File: src/verilog/uig_regs.svh
`ifndef UIG_REGS_SVH
`define UIG_REGS_SVH

// Subaddress indexes reached through the subdata register.
`define UIG_SA_CLOCK_STOP     8'h10
`define UIG_SA_IRQ_ID         8'h28
`define UIG_SA_IN_FLAGS       8'h29
`define UIG_SA_OUT_FLAGS      8'h2A

// Reset values.
`define UIG_RST_SUBADDR       8'h00
`define UIG_RST_CLOCK_STOP    1'h0
`define UIG_RST_IRQ_ID        8'h00
`define UIG_RST_EP_FLAGS      4'h0
`define UIG_RST_RDATA         8'h00
`define UIG_RST_PENDING       1'h0

// Field positions.
`define UIG_ID_CODE_MSB       6
`define UIG_ID_CODE_LSB       2
`define UIG_EP_FLAG_MSB       3
`define UIG_EP_FLAG_LSB       0

// Source codes of the protocol requests.
`define UIG_CODE_SETUP_DATA   5'h00
`define UIG_CODE_FRAME_START  5'h01
`define UIG_CODE_SETUP_TOKEN  5'h02
`define UIG_CODE_SUSPEND      5'h03
`define UIG_CODE_BUS_RESET    5'h04
`define UIG_CODE_RESERVED     5'h05
// Endpoint codes: IN of endpoint x at base + 2x, OUT one above it.
`define UIG_CODE_EP_BASE      5'h06
`define UIG_CODE_LAST         5'h0D

`endif

File: src/verilog/uig_pkg.sv
package uig_pkg;

	typedef logic [7:0] uig_byte_t;
	typedef logic [4:0] uig_code_t;
	typedef logic [3:0] uig_ep_flags_t;

endpackage

File: src/verilog/uig_flag_if.sv
`timescale 1ns/10ps

interface uig_flag_if;
	uig_pkg::uig_ep_flags_t set;
	uig_pkg::uig_ep_flags_t clr;
	uig_pkg::uig_ep_flags_t flags;

	modport bank
	(
		input  set,
		input  clr,
		output flags
	);

	modport ctrl
	(
		output set,
		output clr,
		input  flags
	);
endinterface

File: src/verilog/uig_top.sv
`timescale 1ns/10ps
`include "uig_regs.svh"

module uig_top
(
	// Clock and reset.
	input  wire logic                   i_ref_clk,
	input  wire logic                   i_resetn,

	// Subaddress and subdata register pair.
	input  wire logic                   i_subaddr_wr,
	input  wire uig_pkg::uig_byte_t     i_subaddr_wdata,
	input  wire logic                   i_subdata_wr,
	input  wire logic                   i_subdata_rd,
	input  wire uig_pkg::uig_byte_t     i_subdata_wdata,
	output logic [7:0]                  o_subdata_rdata,
	output logic [7:0]                  o_subaddress_index,

	// Protocol request levels from the protocol flag register.
	input  wire logic                   i_setup_data_valid_flag,
	input  wire logic                   i_frame_start_flag,
	input  wire logic                   i_setup_token_flag,
	input  wire logic                   i_bus_suspend_flag,
	input  wire logic                   i_bus_reset_flag,

	// Endpoint completion events, one-cycle pulses.
	input  wire uig_pkg::uig_ep_flags_t i_in_ep_acked,
	input  wire uig_pkg::uig_ep_flags_t i_out_ep_good_rx,

	// Status toward the module.
	output logic                        o_usb_clock_stop,
	output logic                        o_irq_pending,
	output logic [4:0]                  o_irq_source_code,
	output logic [3:0]                  o_in_ep_done_flag,
	output logic [3:0]                  o_out_ep_done_flag
);

	// Carriers for the two completion flag banks.
	uig_flag_if in_flags();
	uig_flag_if out_flags();

	// Registers.
	uig_pkg::uig_byte_t   subaddress_index_reg;
	logic                 clock_stop_reg;
	logic                 clock_stop_next;
	uig_pkg::uig_byte_t   irq_source_id_reg;
	uig_pkg::uig_byte_t   irq_source_id_next;
	uig_pkg::uig_byte_t   rdata_reg;
	uig_pkg::uig_byte_t   rdata_next;
	logic                 irq_pending_reg;

	// Decode of the selected subregister.
	wire logic sel_clock_stop;
	wire logic sel_irq_id;
	wire logic sel_in_flags;
	wire logic sel_out_flags;
	wire logic wr_clock_stop;
	wire logic wr_in_flags;
	wire logic wr_out_flags;

	assign sel_clock_stop = (subaddress_index_reg == `UIG_SA_CLOCK_STOP);
	assign sel_irq_id     = (subaddress_index_reg == `UIG_SA_IRQ_ID);
	assign sel_in_flags   = (subaddress_index_reg == `UIG_SA_IN_FLAGS);
	assign sel_out_flags  = (subaddress_index_reg == `UIG_SA_OUT_FLAGS);

	assign wr_clock_stop  = i_subdata_wr & sel_clock_stop;
	assign wr_in_flags    = i_subdata_wr & sel_in_flags;
	assign wr_out_flags   = i_subdata_wr & sel_out_flags;

	// Clock stop.
	// The stored byte is irrelevant; only the fact of a write matters.
	// The stop is released only by reset, since the module cannot wake itself.
	assign clock_stop_next = clock_stop_reg | wr_clock_stop;

	// Endpoint events.
	// With the module clock stopped no packet can complete, so events are held off.
	wire logic ev_enable;

	assign ev_enable = ~clock_stop_reg;

	assign in_flags.set  = i_in_ep_acked & {4{ev_enable}};
	assign out_flags.set = i_out_ep_good_rx & {4{ev_enable}};

	// Only ones clear; zeros leave the flag alone.
	assign in_flags.clr  = wr_in_flags ?
		i_subdata_wdata[`UIG_EP_FLAG_MSB:`UIG_EP_FLAG_LSB] : 4'h0;
	assign out_flags.clr = wr_out_flags ?
		i_subdata_wdata[`UIG_EP_FLAG_MSB:`UIG_EP_FLAG_LSB] : 4'h0;

	uig_flag_bank u_in_bank
	(
		.i_ref_clk (i_ref_clk),
		.i_resetn  (i_resetn),
		.flag_port (in_flags)
	);

	uig_flag_bank u_out_bank
	(
		.i_ref_clk (i_ref_clk),
		.i_resetn  (i_resetn),
		.flag_port (out_flags)
	);

	// Request vector indexed by source code.
	// Index five is the unused code and never requests.
	wire logic [13:0] req_vec;

	assign req_vec = {
		out_flags.flags[3], in_flags.flags[3],
		out_flags.flags[2], in_flags.flags[2],
		out_flags.flags[1], in_flags.flags[1],
		out_flags.flags[0], in_flags.flags[0],
		1'b0,
		i_bus_reset_flag,
		i_bus_suspend_flag,
		i_setup_token_flag,
		i_frame_start_flag,
		i_setup_data_valid_flag
	};

	// Priority encoder.
	// Scanning from the top down lets the lowest pending code win.
	uig_pkg::uig_code_t code_now;
	logic               any_req;

	always_comb
	begin
		code_now = `UIG_CODE_SETUP_DATA;
		any_req  = 1'b0;
		for (int i = 13; i >= 0; i--)
		begin
			if (req_vec[i])
			begin
				code_now = 5'(i);
				any_req  = 1'b1;
			end
		end
	end

	// Bits 7 and 1:0 stay zero. With nothing pending the code falls back to zero.
	assign irq_source_id_next = {1'b0, code_now, 2'b00};

	// Read data.
	// The source code is read straight from the encoder so that a read just
	// after a clear already shows the next pending source.
	wire uig_pkg::uig_byte_t in_flags_rd;
	wire uig_pkg::uig_byte_t out_flags_rd;

	assign in_flags_rd  = {4'h0, in_flags.flags};
	assign out_flags_rd = {4'h0, out_flags.flags};

	always_comb
	begin
		rdata_next = rdata_reg;
		if (i_subdata_rd)
		begin
			case (1'b1)
				sel_clock_stop: rdata_next = 8'h00;
				sel_irq_id:     rdata_next = irq_source_id_next;
				sel_in_flags:   rdata_next = in_flags_rd;
				sel_out_flags:  rdata_next = out_flags_rd;
				default:        rdata_next = 8'h00;
			endcase
		end
	end

	// Subaddress index.
	always_ff @(posedge i_ref_clk)
	begin
		if (!i_resetn)
			subaddress_index_reg <= `UIG_RST_SUBADDR;
		else if (i_subaddr_wr)
			subaddress_index_reg <= i_subaddr_wdata;
	end

	// Clock stop state.
	always_ff @(posedge i_ref_clk)
	begin
		if (!i_resetn)
			clock_stop_reg <= `UIG_RST_CLOCK_STOP;
		else
			clock_stop_reg <= clock_stop_next;
	end

	// Source identification, refreshed every cycle; writes to it are ignored.
	always_ff @(posedge i_ref_clk)
	begin
		if (!i_resetn)
		begin
			irq_source_id_reg <= `UIG_RST_IRQ_ID;
			irq_pending_reg   <= `UIG_RST_PENDING;
		end
		else
		begin
			irq_source_id_reg <= irq_source_id_next;
			irq_pending_reg   <= any_req;
		end
	end

	// Read data register.
	always_ff @(posedge i_ref_clk)
	begin
		if (!i_resetn)
			rdata_reg <= `UIG_RST_RDATA;
		else
			rdata_reg <= rdata_next;
	end

	// Outputs, all from flip-flops.
	assign o_subdata_rdata    = rdata_reg;
	assign o_subaddress_index = subaddress_index_reg;
	assign o_usb_clock_stop   = clock_stop_reg;
	assign o_irq_pending      = irq_pending_reg;
	assign o_irq_source_code  = irq_source_id_reg[`UIG_ID_CODE_MSB:`UIG_ID_CODE_LSB];
	assign o_in_ep_done_flag  = in_flags.flags;
	assign o_out_ep_done_flag = out_flags.flags;

endmodule

File: src/verilog/uig_flag_bank.sv
`timescale 1ns/10ps
`include "uig_regs.svh"

module uig_flag_bank
(
	// Clock and reset.
	input  wire logic  i_ref_clk,
	input  wire logic  i_resetn,
	// Flag port.
	uig_flag_if.bank   flag_port
);

	uig_pkg::uig_ep_flags_t flags_reg;
	uig_pkg::uig_ep_flags_t flags_next;

	// A set arriving in the cycle of its clear wins, so no event is lost.
	assign flags_next = (flags_reg & ~flag_port.clr) | flag_port.set;

	always_ff @(posedge i_ref_clk)
	begin
		if (!i_resetn)
			flags_reg <= `UIG_RST_EP_FLAGS;
		else
			flags_reg <= flags_next;
	end

	assign flag_port.flags = flags_reg;

endmodule

File: config.mk
export PLATFORM = sky130hd
export DESIGN_NAME = uig_top
export DESIGN_NICKNAME = d
export VERILOG_FILES = /design/src/verilog/uig_pkg.sv /design/src/verilog/uig_flag_if.sv /design/src/verilog/uig_top.sv /design/src/verilog/uig_flag_bank.sv
export VERILOG_INCLUDE_DIRS = /design/src /design/src/verilog
export SDC_FILE = /design/constraint.sdc
export NUM_CORES = 1
export LEC_CHECK = 0
export BUFFER_PORTS_ARGS = -buffer_cell sky130_fd_sc_hd__buf_2
export CORE_ASPECT_RATIO = 0.6
export CORE_MARGIN = 2
export CORE_UTILIZATION = 48
export CTS_CLUSTER_SIZE = 24
export DETAILED_ROUTE_END_ITERATION = 16
export PLACE_DENSITY = 0.91
export SYNTH_ARGS = -nofsm -noshare
export SYNTH_HDL_FRONTEND = slang
export SYNTH_SLANG_ARGS = --single-unit
File: constraint.sdc
create_clock -name i_ref_clk -period 3.4 [get_ports i_ref_clk]
set_clock_uncertainty 0.2 [all_clocks]
set_input_delay 0.34 -clock i_ref_clk [delete_from_list [all_inputs] [get_ports i_ref_clk]]
set_output_delay 0.34 -clock i_ref_clk [all_outputs]
set_load 0.03 [all_outputs]
-- After elaboration in Yosys (flattened, before gate mapping)
Index checks and enable logic that the tools add are counted.
- eq/ne operators: 4
- muxes and demuxes: 32
- bitwise gates (word level): 13
- operators with widths (kind ; number):
    2-to-1 mux 5 bit ; 9
    2-to-1 mux 4 bit ; 8
    equality test 8 x 6 -> 1 bit (second input constant) ; 3
    bitwise AND 4 bit ; 4
    2-to-1 mux 7 bit ; 2
    2-to-1 mux 1 bit ; 13
    equality test 8 x 5 -> 1 bit (second input constant) ; 1
    NOT 4 bit ; 2
    bitwise OR 4 bit ; 2
    bitwise AND 1 bit ; 3
    NOT 1 bit ; 1
    bitwise OR 1 bit ; 1
- register bits: 31
- input bits: 34
- output and inout port bits: 31

-- Depth between registers and ports, before layout
Gate-level depths: netlist (run 1).
- depth after elaboration: 15
- gate-level depth with buffers: 4
- depth with buffers taken out: 4

-- Modules after synthesis
From an unflattened synthesis (run 1), not the netlist that was laid out.
- cell total of the unflattened synthesis: 141
- area total of the unflattened synthesis: 1378.8 um^2
- modules (own cells, without submodules) (module ; instances ; cells each ; area an instance (um^2) ; sequential area each (um^2)):
    uig_top ; 1 ; 117 ; 1048.5 ; 400.4
    uig_flag_bank ; 2 ; 12 ; 165.2 ; 80.1

-- Worst setup path after synthesis (run 1)
Ideal clock, no wire load.
- path kind: reg-to-reg
- start: reg subaddress_index_reg[7] (netlist: o_subaddress_index[7])
- end: reg rdata_reg[2] (netlist: o_subdata_rdata[2])
- library setup time: 58 ps
- arrival time: 1549 ps
- path slack: 1593 ps
- stages on the path, launching flop included: 5
- path buffers: 0
- path through: dfxtp_1 > or3_4 > or3_4 > nor3_4 > a221o_2
- cells in the longest elaborated chain, start to end: 5
- RTL lines (item ; line ; RTL):
    start: declaration ; uig_top.sv:43 ; uig_pkg::uig_byte_t subaddress_index_reg;
    start signal: assignment ; uig_top.sv:171 ; subaddress_index_reg <= `UIG_RST_SUBADDR;
    start signal: assignment ; uig_top.sv:173 ; subaddress_index_reg <= i_subaddr_wdata;
    equality test 8 x 6 -> 1 bit (no source line) ; -- ;
    2-to-1 mux 4 bit (2 in series) ; uig_top.sv:157 ; case (1'b1)
    2-to-1 mux 7 bit ; uig_top.sv:157 ;
    2-to-1 mux 7 bit (*) ; uig_top.sv:157 ;
    end signal: assignment ; uig_top.sv:204 ; rdata_reg <= `UIG_RST_RDATA;
    end signal: assignment ; uig_top.sv:206 ; rdata_reg <= rdata_next;
    end: declaration ; uig_top.sv:48 ; uig_pkg::uig_byte_t rdata_reg;
Mark *: on every way between the ends. The rest lies on a longest branch, timed or not.
A chain may end at the register's enable or synchronous reset.

-- Final worst setup path (run 1)
- start: reg subaddress_index_reg[3] (netlist: o_subaddress_index[3])
- end: reg u_out_bank.flags_reg[1] (netlist: u_out_bank.flag_port.flags[1])
- cells in the longest elaborated chain, start to end: 6
- RTL lines (item ; line ; RTL):
    equality test 8 x 6 -> 1 bit (no source line) ; -- ;
    bitwise AND 1 bit ; uig_top.sv:68 ; assign wr_out_flags = i_subdata_wr & sel_out_flags;
    2-to-1 mux 4 bit ; uig_top.sv:87 ; assign out_flags.clr = wr_out_flags ?
    NOT 4 bit ; uig_flag_bank.sv:17 ; assign flags_next = (flags_reg & ~flag_port.clr) | flag_port.set;
    bitwise AND 4 bit ; uig_flag_bank.sv:17 ;
    bitwise OR 4 bit ; uig_flag_bank.sv:17 ;
    end signal: assignment ; uig_flag_bank.sv:22 ; flags_reg <= `UIG_RST_EP_FLAGS;
    end signal: assignment ; uig_flag_bank.sv:24 ; flags_reg <= flags_next;
    end: declaration ; uig_flag_bank.sv:13 ; uig_pkg::uig_ep_flags_t flags_reg;
No other way between the ends.

==> results of run 1 <==
-- critical path: stages, from the launching register on --
cell      delay [ps]
dfxtp_1          390
nor4b_1          570
nand2_1          240
o21ai_0          210
a21boi_0         110
-- cells in the mapped netlist, drive strengths merged (2+ instances only) --
| cell | count | area [um^2] |
|---|---|---|
| dfxtp | 28 | 560.5 |
| nor2b | 12 | 75.07 |
| nand2 | 10 | 37.54 |
| nand2b | 10 | 62.56 |
| a21boi | 9 | 67.56 |
| o21ai | 9 | 45.04 |
| mux2i | 8 | 80.08 |
| nor2 | 7 | 26.28 |
| nor3 | 5 | 36.29 |
| a22o | 4 | 36.29 |
| a221o | 3 | 33.78 |
| buf | 3 | 22.52 |
| clkbuf | 3 | 11.26 |
| inv | 3 | 11.26 |
| nor4 | 3 | 18.77 |
| a22oi | 2 | 15.01 |
| nand3 | 2 | 10.01 |
| nor4bb | 2 | 20.02 |
| or3 | 2 | 22.52 |
-- cell usage in the layout (no fill, tap or decap), types with 4 or more instances in the layout --
cell       n
nand2_1   10
nor2b_1   12
a21boi_0   9
nor3_1     4
buf_2     57
o21ai_0    9
clkbuf_8   4
nand2b_1  10
nor2_1     7
mux2i_1    8
dfxtp_1   28
-- metal layers --
metal	share of wire (%)	wire [um]	vias up	GRT usage, %
li1	-	-	616	-
met1	49	1490	546	27.44
met2	43	1329	60	30.37
met3	7.7	236	2	5.467
met4	0.52	16	0	5.283
met5	0	0	-	0
-- how the worst min path moves through the flow --
stage               cells after the start                from              endpoint
floorplan                               1    i_bus_reset_flag  irq_source_id_reg[3]
global placement                        1  o_subdata_rdata[0]    o_subdata_rdata[0]
detailed placement                      1  o_subdata_rdata[5]    o_subdata_rdata[5]
CTS                                     2    i_bus_reset_flag  irq_source_id_reg[3]
global route                            2    i_bus_reset_flag  irq_source_id_reg[3]
finish                                  2    i_bus_reset_flag  irq_source_id_reg[3]
-- kinds of logic (layout without fill, tap and decap cells) --
family	count (synthesis)	count (layout)	share of synthesized area (%)
AO/OA/AOI/OAI	35	35	20.13
buffers and inverters	9	64	3.435
flip-flops	28	28	42.75
multiplexers	8	8	6.107
other	1	3	0.2860
AND/OR/NAND/NOR	59	59	27.29
-- cell type report --
type                       instances  area (um^2)  area share (%)
timing repair buffer              57        285.3           17.13
multi-input combinational        105        713.2           42.82
sequential                        28        560.5           33.66
tap                               32        40.04           2.404
inverter                           3        11.26          0.6762
clock buffer                       4        55.05           3.306
-- where the power goes --
part           switching [uW]  total, uW  internal (uW)
sequential               20.4        363            343
clock                    95.9        199            104
combinational            78.4        131           52.1
-- through the flow --
stage	util (%)	hold WS (ps)	setup slack, ps
after floorplan	-	248.5	1593
after global placement	62.96	264.1	1461
after detailed placement	62.96	263.9	1435
after CTS	65.12	92.19	1557
after global routing	65.12	103.4	1403
final	65.12	102.5	1567
==> flow_summary_export.csv, run 1 <==
group,metric,value,unit
placement,placed_area,1610,um^2
clock_tree,ctsHoldBuffers,0,
cells_and_area,largest_reg_flops,8,
routing,viasPerCell,5.345,
clock_tree,cts_resized,0,
power,peakVddDrop,0.0002354,V
cells_and_area,syn2layout_area_growth,27.00,%
synthesis,synth.avg_cell_area,9.366,um^2
sta,finalCritPeriodShare,53.93,%
outcome,run_status,"completed",
routing,drt_iter0_drc,97,
die,fp.dieH,44.49,um
placement,gp_congestion,0.9199,
setup_path,ff2ff_setup_slack,1570,ps
setup_path,reg2reg_depth,4,
global_route,first_global_vias,1106,
cells_and_area,fin_nets,232,
setup_path,crit_path_end_kind,"register",
sta,rsz0062_at_grt,"false",
setup_path,cp-start-kind,"register",
synthesis,ys_ff_latch,28,
cells_and_area,drive_above_1_share,36.04,%
placement,dp_hpwl,2376,um
sta,drv_slew,0,
routing,avgRoutedWirePerCell,13.41,um
global_route,antenna_found_initial,0,
cells_and_area,stdcell_area,1665,um^2
synthesis,ys_async_sr_fraction,0,%
clock_tree,cts_tree,"built",
sta,tns,0,ps
clock_tree,clk_path_buf_depth,2,
setup_path,critPathMaxFanout,5,
die,die_area,3180,um^2
cells_and_area,fill_cells,212,
routing,dr.pass1.iters,4,
global_route,grt.overflow.total,0,
clock_tree,cts-root-buf,"clkbuf_8",
clock_tree,clkLatencyLatePin,270,ps
global_route,grt_pass1_wl,4892,um
setup_path,critPathKind,"register to register",
setup_path,reg2reg_to,"u_out_bank.flag_port.flags[1]",
cells_and_area,fin_cells,229,
synthesis,synthDistinctLibCells,36,
routing,ant_nets,0,
sta,fmax,0.5454,GHz
placement,io_buffers,57,
clock_tree,ctsHtreeMaxLevel,1,
clock_tree,cts_buffers,3,
global_route,grt_start_max_net_pins,23,
die,dieWidth,71.48,um
synthesis,netlist_area,1311,um^2
flow_run,maxCapViolCount,0,
sta,setup_viol,0,
routing,drc,0,
synthesis,synth_edf_count,0,
synthesis,synth_flop_cell,"dfxtp_1",
synthesis,postSynthCellCount,140,
sta,hold_viol,0,
die,rows,14,
routing,vias,1224,
worst_hold_path,worstHoldPathType,"primary input to register",
sta,max_slew.worst_pin.slew,656.1,ps
setup_path,worstSetupStartpoint,"o_subaddress_index[3]",
power,p_leak,0.0007868,uW
die,start_util,51.27,%
setup_path,crit_end,"u_out_bank.flag_port.flags[1]",
global_route,grt_use_total,19.70,%
placement,dp_cells,225,
sta,relSlewSlack,55.65,%
die,pin_count,65,
power,finalPower,693.4,uW
setup_path,r2r_start,"o_subaddress_index[3]",
clock_tree,clk_transition_reported_paths,90,ps
clock_tree,cts_setup_buffers,0,
synthesis,seq_area_frac_synth,42.75,%
power,power.density,416.4,nW/um^2
setup_path,critPathRequiredTime,3360,ps
clock_tree,clock-sinks,28,
setup_path,worstPathArrival,1790,ps
routing,routed_wirelength,3072,um
cells_and_area,num_antenna_cells,0,
synthesis,ys_warn_count,0,
die,core_area,2557,um^2
sta,period_needed,1833,ps
Power figures use the tool's default switching activity.
==> run 2, diff against run 1 <==
Settings changed: ABC_AREA set to 1, CORE_UTILIZATION 48 to 45, PLACE_DENSITY 0.91 to 0.87.
Clock period 3.4 ns to 1.8 ns, I/O delays scaled along.
==> run 2 against run 1 <==
Core utilization decreased by 0.76 points. Wire length rose by 5.2%. Clock power rose by 65%. Power increased by 87%. Global-route usage grew 0.52 points. Final cell count increased by 26%. Hold slack lost 100 ps. Setup slack worse by 1400 ps. Non-clock buffer count increased by 16. Sequential power grew 87%. Via count increased by 17%. Synthesized cell count rose by 31%. Highest routed layer unchanged.
==> flow_summary_export.csv, run 2 <==
group,metric,value,unit
setup_path,crit_path_cell_trace,"inv_1, nor3_1, nand2_2, o31ai_1, a21oi_1",
setup_path,cp_slowest_stage_delay,400,ps
routing,dr.pass1.iters,4,
clock_tree,clock-sinks,28,
synthesis,ys_async_sr_fraction,0,%
setup_path,critPathMaxFanout,10,
cells_and_area,stdcell_area,1812,um^2
sta,tns,0,ps
cells_and_area,syn2layout_area_growth,38.04,%
setup_path,cpMaxStageDelayCell,"dfxtp_1",
cells_and_area,drive_above_1_share,26.67,%
clock_tree,clk_path_buf_depth,2,
setup_path,crit_path_end_kind,"register",
sta,fmax,0.6216,GHz
die,start_util,46.62,%
sta,rsz0062_at_grt,"false",
routing,viasPerCell,4.948,
synthesis,synth_flop_cell,"dfxtp_1",
clock_tree,ctsHtreeMaxLevel,1,
clock_tree,clkLatencyLatePin,270,ps
clock_tree,cts_resized,0,
sta,setup_viol,0,
setup_path,critPathRequiredTime,1750,ps
worst_hold_path,worst_hold_path.num_cells,3,
global_route,grt_use_total,20.22,%
sta,whs,2.471,ps
power,power.density,716.7,nW/um^2
setup_path,critPathKind,"register to register",
global_route,antenna_found_initial,0,
cells_and_area,fin_cells,289,
clock_tree,cts_tree,"built",
die,die_area,3379,um^2
sta,period_needed,1609,ps
global_route,grt_pass1_wl,5140,um
worst_hold_path,min_to,"o_subaddress_index[4]",
die,core_area,2815,um^2
clock_tree,cts_buffers,3,
synthesis,synth_common_cells,"nand2_1 (33), dfxtp_1 (28), inv_1 (27)",
synthesis,yosysMostFrequentCell,"nand2_1",
clock_tree,clk_transition_reported_paths,90,ps
cells_and_area,layout_common_cells,"buf_2 (57), nand2_1 (33), dfxtp_1 (28)",
die,fp.dieH,45.84,um
routing,drt_iter0_drc,69,
clock_tree,cts-root-buf,"clkbuf_8",
placement,dp_hpwl,2425,um
worst_hold_path,worstHoldPathType,"primary input to register",
setup_path,cp-start-kind,"register",
synthesis,ys_ff_latch,28,
synthesis,synth.avg_cell_area,7.172,um^2
synthesis,seq_area_frac_synth,42.71,%
sta,finalCritPeriodShare,89.37,%
flow_run,maxCapViolCount,0,
setup_path,reg2reg_to,"u_in_bank.flag_port.flags[3]",
setup_path,ff2ff_setup_slack,190,ps
sta,drv_slew,0,
placement,io_buffers,57,
die,pin_count,65,
routing,vias,1430,
placement,dp_cells,271,
worst_hold_path,hold_start,"i_subaddr_wdata[4]",
routing,avgRoutedWirePerCell,11.19,um
synthesis,synth.area.top_cells,"dfxtp_1 (43%), nand2_1 (9.4%), inv_1 (7.7%), a21oi_1 (6.5%), nor2_1 (5.1%)",
synthesis,synth.top_cell.area_share,42.71,%
routing,ant_nets,0,
placement,placed_area,1620,um^2
synthesis,netlist_area,1313,um^2
clock_tree,cts_setup_buffers,0,
outcome,run_status,"completed",
setup_path,worstPathArrival,1560,ps
global_route,grt_start_max_net_pins,16,
power,peakVddDrop,0.0004479,V
cells_and_area,layout_commonest_cell,"buf_2",
setup_path,reg2reg_depth,5,
setup_path,r2r_start,"o_subaddress_index[0]",
synthesis,synth_edf_count,0,
cells_and_area,largest_reg_flops,8,
cells_and_area,num_antenna_cells,0,
routing,drc,0,
cells_and_area,fin_nets,291,
synthesis,postSynthCellCount,183,
die,rows,15,
power,p_leak,0.0009330,uW
placement,gp_congestion,0.8774,
synthesis,ys_warn_count,0,
global_route,grt.overflow.total,0,
synthesis,yosysTopAreaCell,"dfxtp_1",
die,dieWidth,73.72,um
routing,routed_wirelength,3233,um
global_route,first_global_vias,1172,
synthesis,synthDistinctLibCells,28,
sta,hold_viol,0,
[run 2: changes by cell type in the layout (fill, tap and decap cells not counted), sizes merged, moves of 6 or more]
cell         delta
o31ai           +8
nand2          +26
nor2b          -12
nand3           +6
nor2           +11
mux2i           -8
a21boi          -8
inv            +25
nand2b         -10
a21oi          +16
dlygate4sd3    +15
[run 2: cell type report]
type,instances,area (um^2)
fill,265,1003
multi-input combinational,121,611.8
sequential,28,560.5
timing repair buffer,73,442.9
inverter,30,112.6
tap,34,42.54
clock buffer,3,41.29
[run 2: routing by layer]
metal	GRT usage (%)	routed length, um
met1	29.32	1687
met2	31.79	1323
met3	5.310	218
met4	1.091	3
met5	0	0
[run 2: worst max path at each step]
stage	startpoint	endpoint	slack (ps)	cells after the start
after detailed placement	o_subaddress_index[0]	o_subdata_rdata[2]	240	8
after floorplan	o_subaddress_index[5]	u_in_bank.flag_port.flags[0]	200	5
final	o_subaddress_index[0]	u_in_bank.flag_port.flags[3]	190	5
after global placement	o_subaddress_index[5]	o_subdata_rdata[2]	270	8
after global routing	o_subaddress_index[0]	o_subdata_rdata[3]	50	6
after CTS	o_subaddress_index[0]	o_subdata_rdata[2]	190	8
[run 2: power breakdown]
part           switching, uW  leakage [uW]  internal (uW)
logic                    184      0.000680            108
registers               27.6      0.000231            650
clock network            179     0.0000216            150
[run 2: stage by stage]
step           setup slack (ps)  util [%]  power, uW
6_report                  191.3     64.36       1298
5_1_grt                   54.79     64.36       1369
4_1_cts                   189.8     64.36       1304
3_5_place_dp              238.6     57.56      955.7
3_3_place_gp              268.3     57.56      950.2
2_1_floorplan             199.0         -      872.1
[run 2: worst max-delay path, delay by kind of cell, from the launching register on]
family	cells	cell delay, ps
AO/OA/AOI/OAI	2	380
buffers and inverters	1	80
flip-flops	1	400
AND/OR/NAND/NOR	2	430
[run 2: kinds of logic after synthesis]
kind of cell / after synthesis / share of synthesized area (%)
compound gates: 45 / 20.88
buf+inv: 36 / 11.25
flops: 28 / 42.71
simple gates: 73 / 24.88
other cells: 1 / 0.2857
[run 2: what timing repair did]
item / CTS / global route
endpoints found under the setup margin: 0 / 0
hold endpoints to repair: 14 / 0
hold buffers: 15 / 0
==> run 3, diff against run 2 <==
Settings changed: CORE_ASPECT_RATIO 0.6 to 1.75, REMOVE_ABC_BUFFERS set to 1.
==> run 3 against run 2 <==
The run now ends with negative hold slack left. Critical path depth grew 1. Core utilization grew 0.42 points. Clock power grew 53%. Global-route usage grew 1.7 points. Register-to-register slack gained 30 ps. Combinational power is essentially flat. Setup slack lost 74 ps. Non-clock buffer count grew 2. Sequential share of layout area shrank 0.71 points. First-iteration DRC count shrank 70%. Sequential power is essentially flat. Largest power group unchanged. Highest routed layer unchanged.
==> flow_summary_export.csv, run 3 (synthesis gave the netlist of run 2 again) <==
group,metric,value,unit
sta,rsz0062_at_grt,"false",
setup_path,critPathMaxFanout,3,
setup_path,worstPathArrival,1710,ps
setup_path,critPathBufInv,3,
cells_and_area,fill_cells,272,
clock_tree,clk_transition_reported_paths,100,ps
global_route,antenna_found_initial,0,
setup_path,reg2reg_depth,5,
routing,wl_met3,136,um
setup_path,cpMaxStageDelayCell,"dlygate4sd3_1",
routing,routed_wirelength,3437,um
die,fp.dieH,75.44,um
die,start_util,45.85,%
setup_path,crit_end,"irq_source_id_reg[3]",
sta,hold_viol,2,
cells_and_area,seqCellArea,560.5,um^2
placement,io_buffers,57,
routing,vias,1464,
routing,avgRoutedWirePerCell,12.02,um
setup_path,critPathRequiredTime,1820,ps
die,core_area,2863,um^2
cells_and_area,syn2layout_area_growth,41.28,%
cells_and_area,drive_above_1_share,26.74,%
cells_and_area,multi_input_area,611.8,um^2
clock_tree,ctsHtreeMaxLevel,1,
outcome,run_status,"finished with violations",
outcome,violations,"negative hold slack",
clock_tree,cts_resized,0,
die,die_area,3382,um^2
setup_path,crit_path_cell_trace,"dlygate4sd3_1, buf_2, nor2_1, dlygate4sd3_1, nand2_1, nor2_1",
routing,maxUsedRoutingLayer,"met4",
sta,finalCritPeriodShare,93.48,%
setup_path,r2r_start,"o_subaddress_index[5]",
power,peakVddDrop,0.0005468,V
worst_hold_path,worstHoldPathType,"primary input to register",
sta,whs,-16.03,ps
global_route,grt.overflow.total,0,
setup_path,cp_slowest_stage_delay,580,ps
placement,gp_congestion,0.8522,
global_route,first_global_vias,1423,
clock_tree,cts_tree,"built",
routing,drt_iter0_drc,21,
clock_tree,ctsHoldBuffers,17,
clock_tree,cts_setup_buffers,0,
routing,wl_met1,1242,um
sta,timing.final.ws_setup,117.3,ps
placement,post-place-ws,218.8,ps
cells_and_area,largest_reg_flops,8,
routing,wl_met2,1966,um
sta,setup_viol,0,
cells_and_area,layout_commonest_cell,"buf_2",
cells_and_area,layout_common_cells,"buf_2 (57), nand2_1 (33), dfxtp_1 (28)",
placement,dp_hpwl,2552,um
clock_tree,clkLatencyLatePin,280,ps
routing,ant_nets,0,
die,pin_count,65,
power,power.density,795.3,nW/um^2
die,rows,26,
die,dieWidth,44.83,um
power,p_leak,0.0009569,uW
global_route,grt_use_total,21.95,%
routing,viasPerCell,5.119,
sta,fmax,0.5943,GHz
clock_tree,cts_buffers,3,
setup_path,reg2reg_to,"u_in_bank.flag_port.flags[3]",
routing,dr.pass1.iters,4,
sta,period_needed,1683,ps
global_route,grt_start_max_net_pins,17,
setup_path,worstSetupStartpoint,"i_frame_start_flag",
global_route,grt_pass1_wl,5630,um
clock_tree,clk_path_buf_depth,2,
sta,tns,0,ps
clock_tree,clock-sinks,28,
setup_path,crit_path_end_kind,"register",
setup_path,ff2ff_setup_slack,220,ps
setup_path,cp_top_family,"buffers and inverters",
routing,drc,0,
setup_path,cp.depth,6,
flow_run,maxCapViolCount,0,
setup_path,cp-start-kind,"primary input",
setup_path,critPathKind,"primary input to register",
cells_and_area,fin_nets,293,
cells_and_area,num_antenna_cells,0,
sta,drv_slew,0,
clock_tree,cts-root-buf,"clkbuf_8",
[run 3: per-layer routing]
| metal | track usage, % | vias up |
|---|---|---|
| met5 | 0 | - |
| met4 | 11.44 | 0 |
| met3 | 1.896 | 9 |
| met2 | 43.00 | 51 |
| met1 | 21.83 | 656 |
| li1 | - | 748 |
[run 3: cell type report]
cell class	instances	area share [%]
well taps	28	1.889
multi-input cells	121	33.00
inverters	30	6.073
clock buffers	3	2.227
flip-flops and latches	28	30.23
clock inverters	1	1.619
repair buffers	75	24.97
[run 3: where the power goes]
part	total, uW	internal (uW)	switching [uW]
sequential	680	650	29.3
combinational	294	110	183
clock	502	298	204
[run 3: per-stage QoR]
step	cell area [um^2]	utilization, %	cells	total power, uW
2_1_floorplan	1285	-	179	863.5
3_3_place_gp	1613	56.34	265	951.1
3_5_place_dp	1613	56.34	265	957.2
4_1_cts	1854	64.77	286	1471
5_1_grt	1854	64.77	286	1540
6_report	1854	64.77	286	1475
[run 3: how the worst min path moves through the flow]
| stage | startpoint | end | slack (ps) | depth (start not counted) |
|---|---|---|---|---|
| 2_1_floorplan | i_resetn | o_subdata_rdata[2] | 90 | 2 |
| 3_3_place_gp | i_subaddr_wdata[3] | o_subaddress_index[3] | 200 | 3 |
| 3_5_place_dp | i_subaddr_wdata[3] | o_subaddress_index[3] | 230 | 3 |
| 4_1_cts | i_subaddr_wdata[7] | o_subaddress_index[7] | 4 | 3 |
| 5_1_grt | i_setup_data_valid_flag | irq_source_id_reg[2] | 20 | 3 |
| 6_report | i_subaddr_wdata[7] | o_subaddress_index[7] | -20 | 3 |
[run 3: worst reg2reg max path, delay by kind of cell, from the launching register on]
kind	cells	cell delay [ps]
AND/OR/NAND/NOR	2	430
AO/OA/AOI/OAI	2	370
flip-flops	1	390
buffers and inverters	1	70
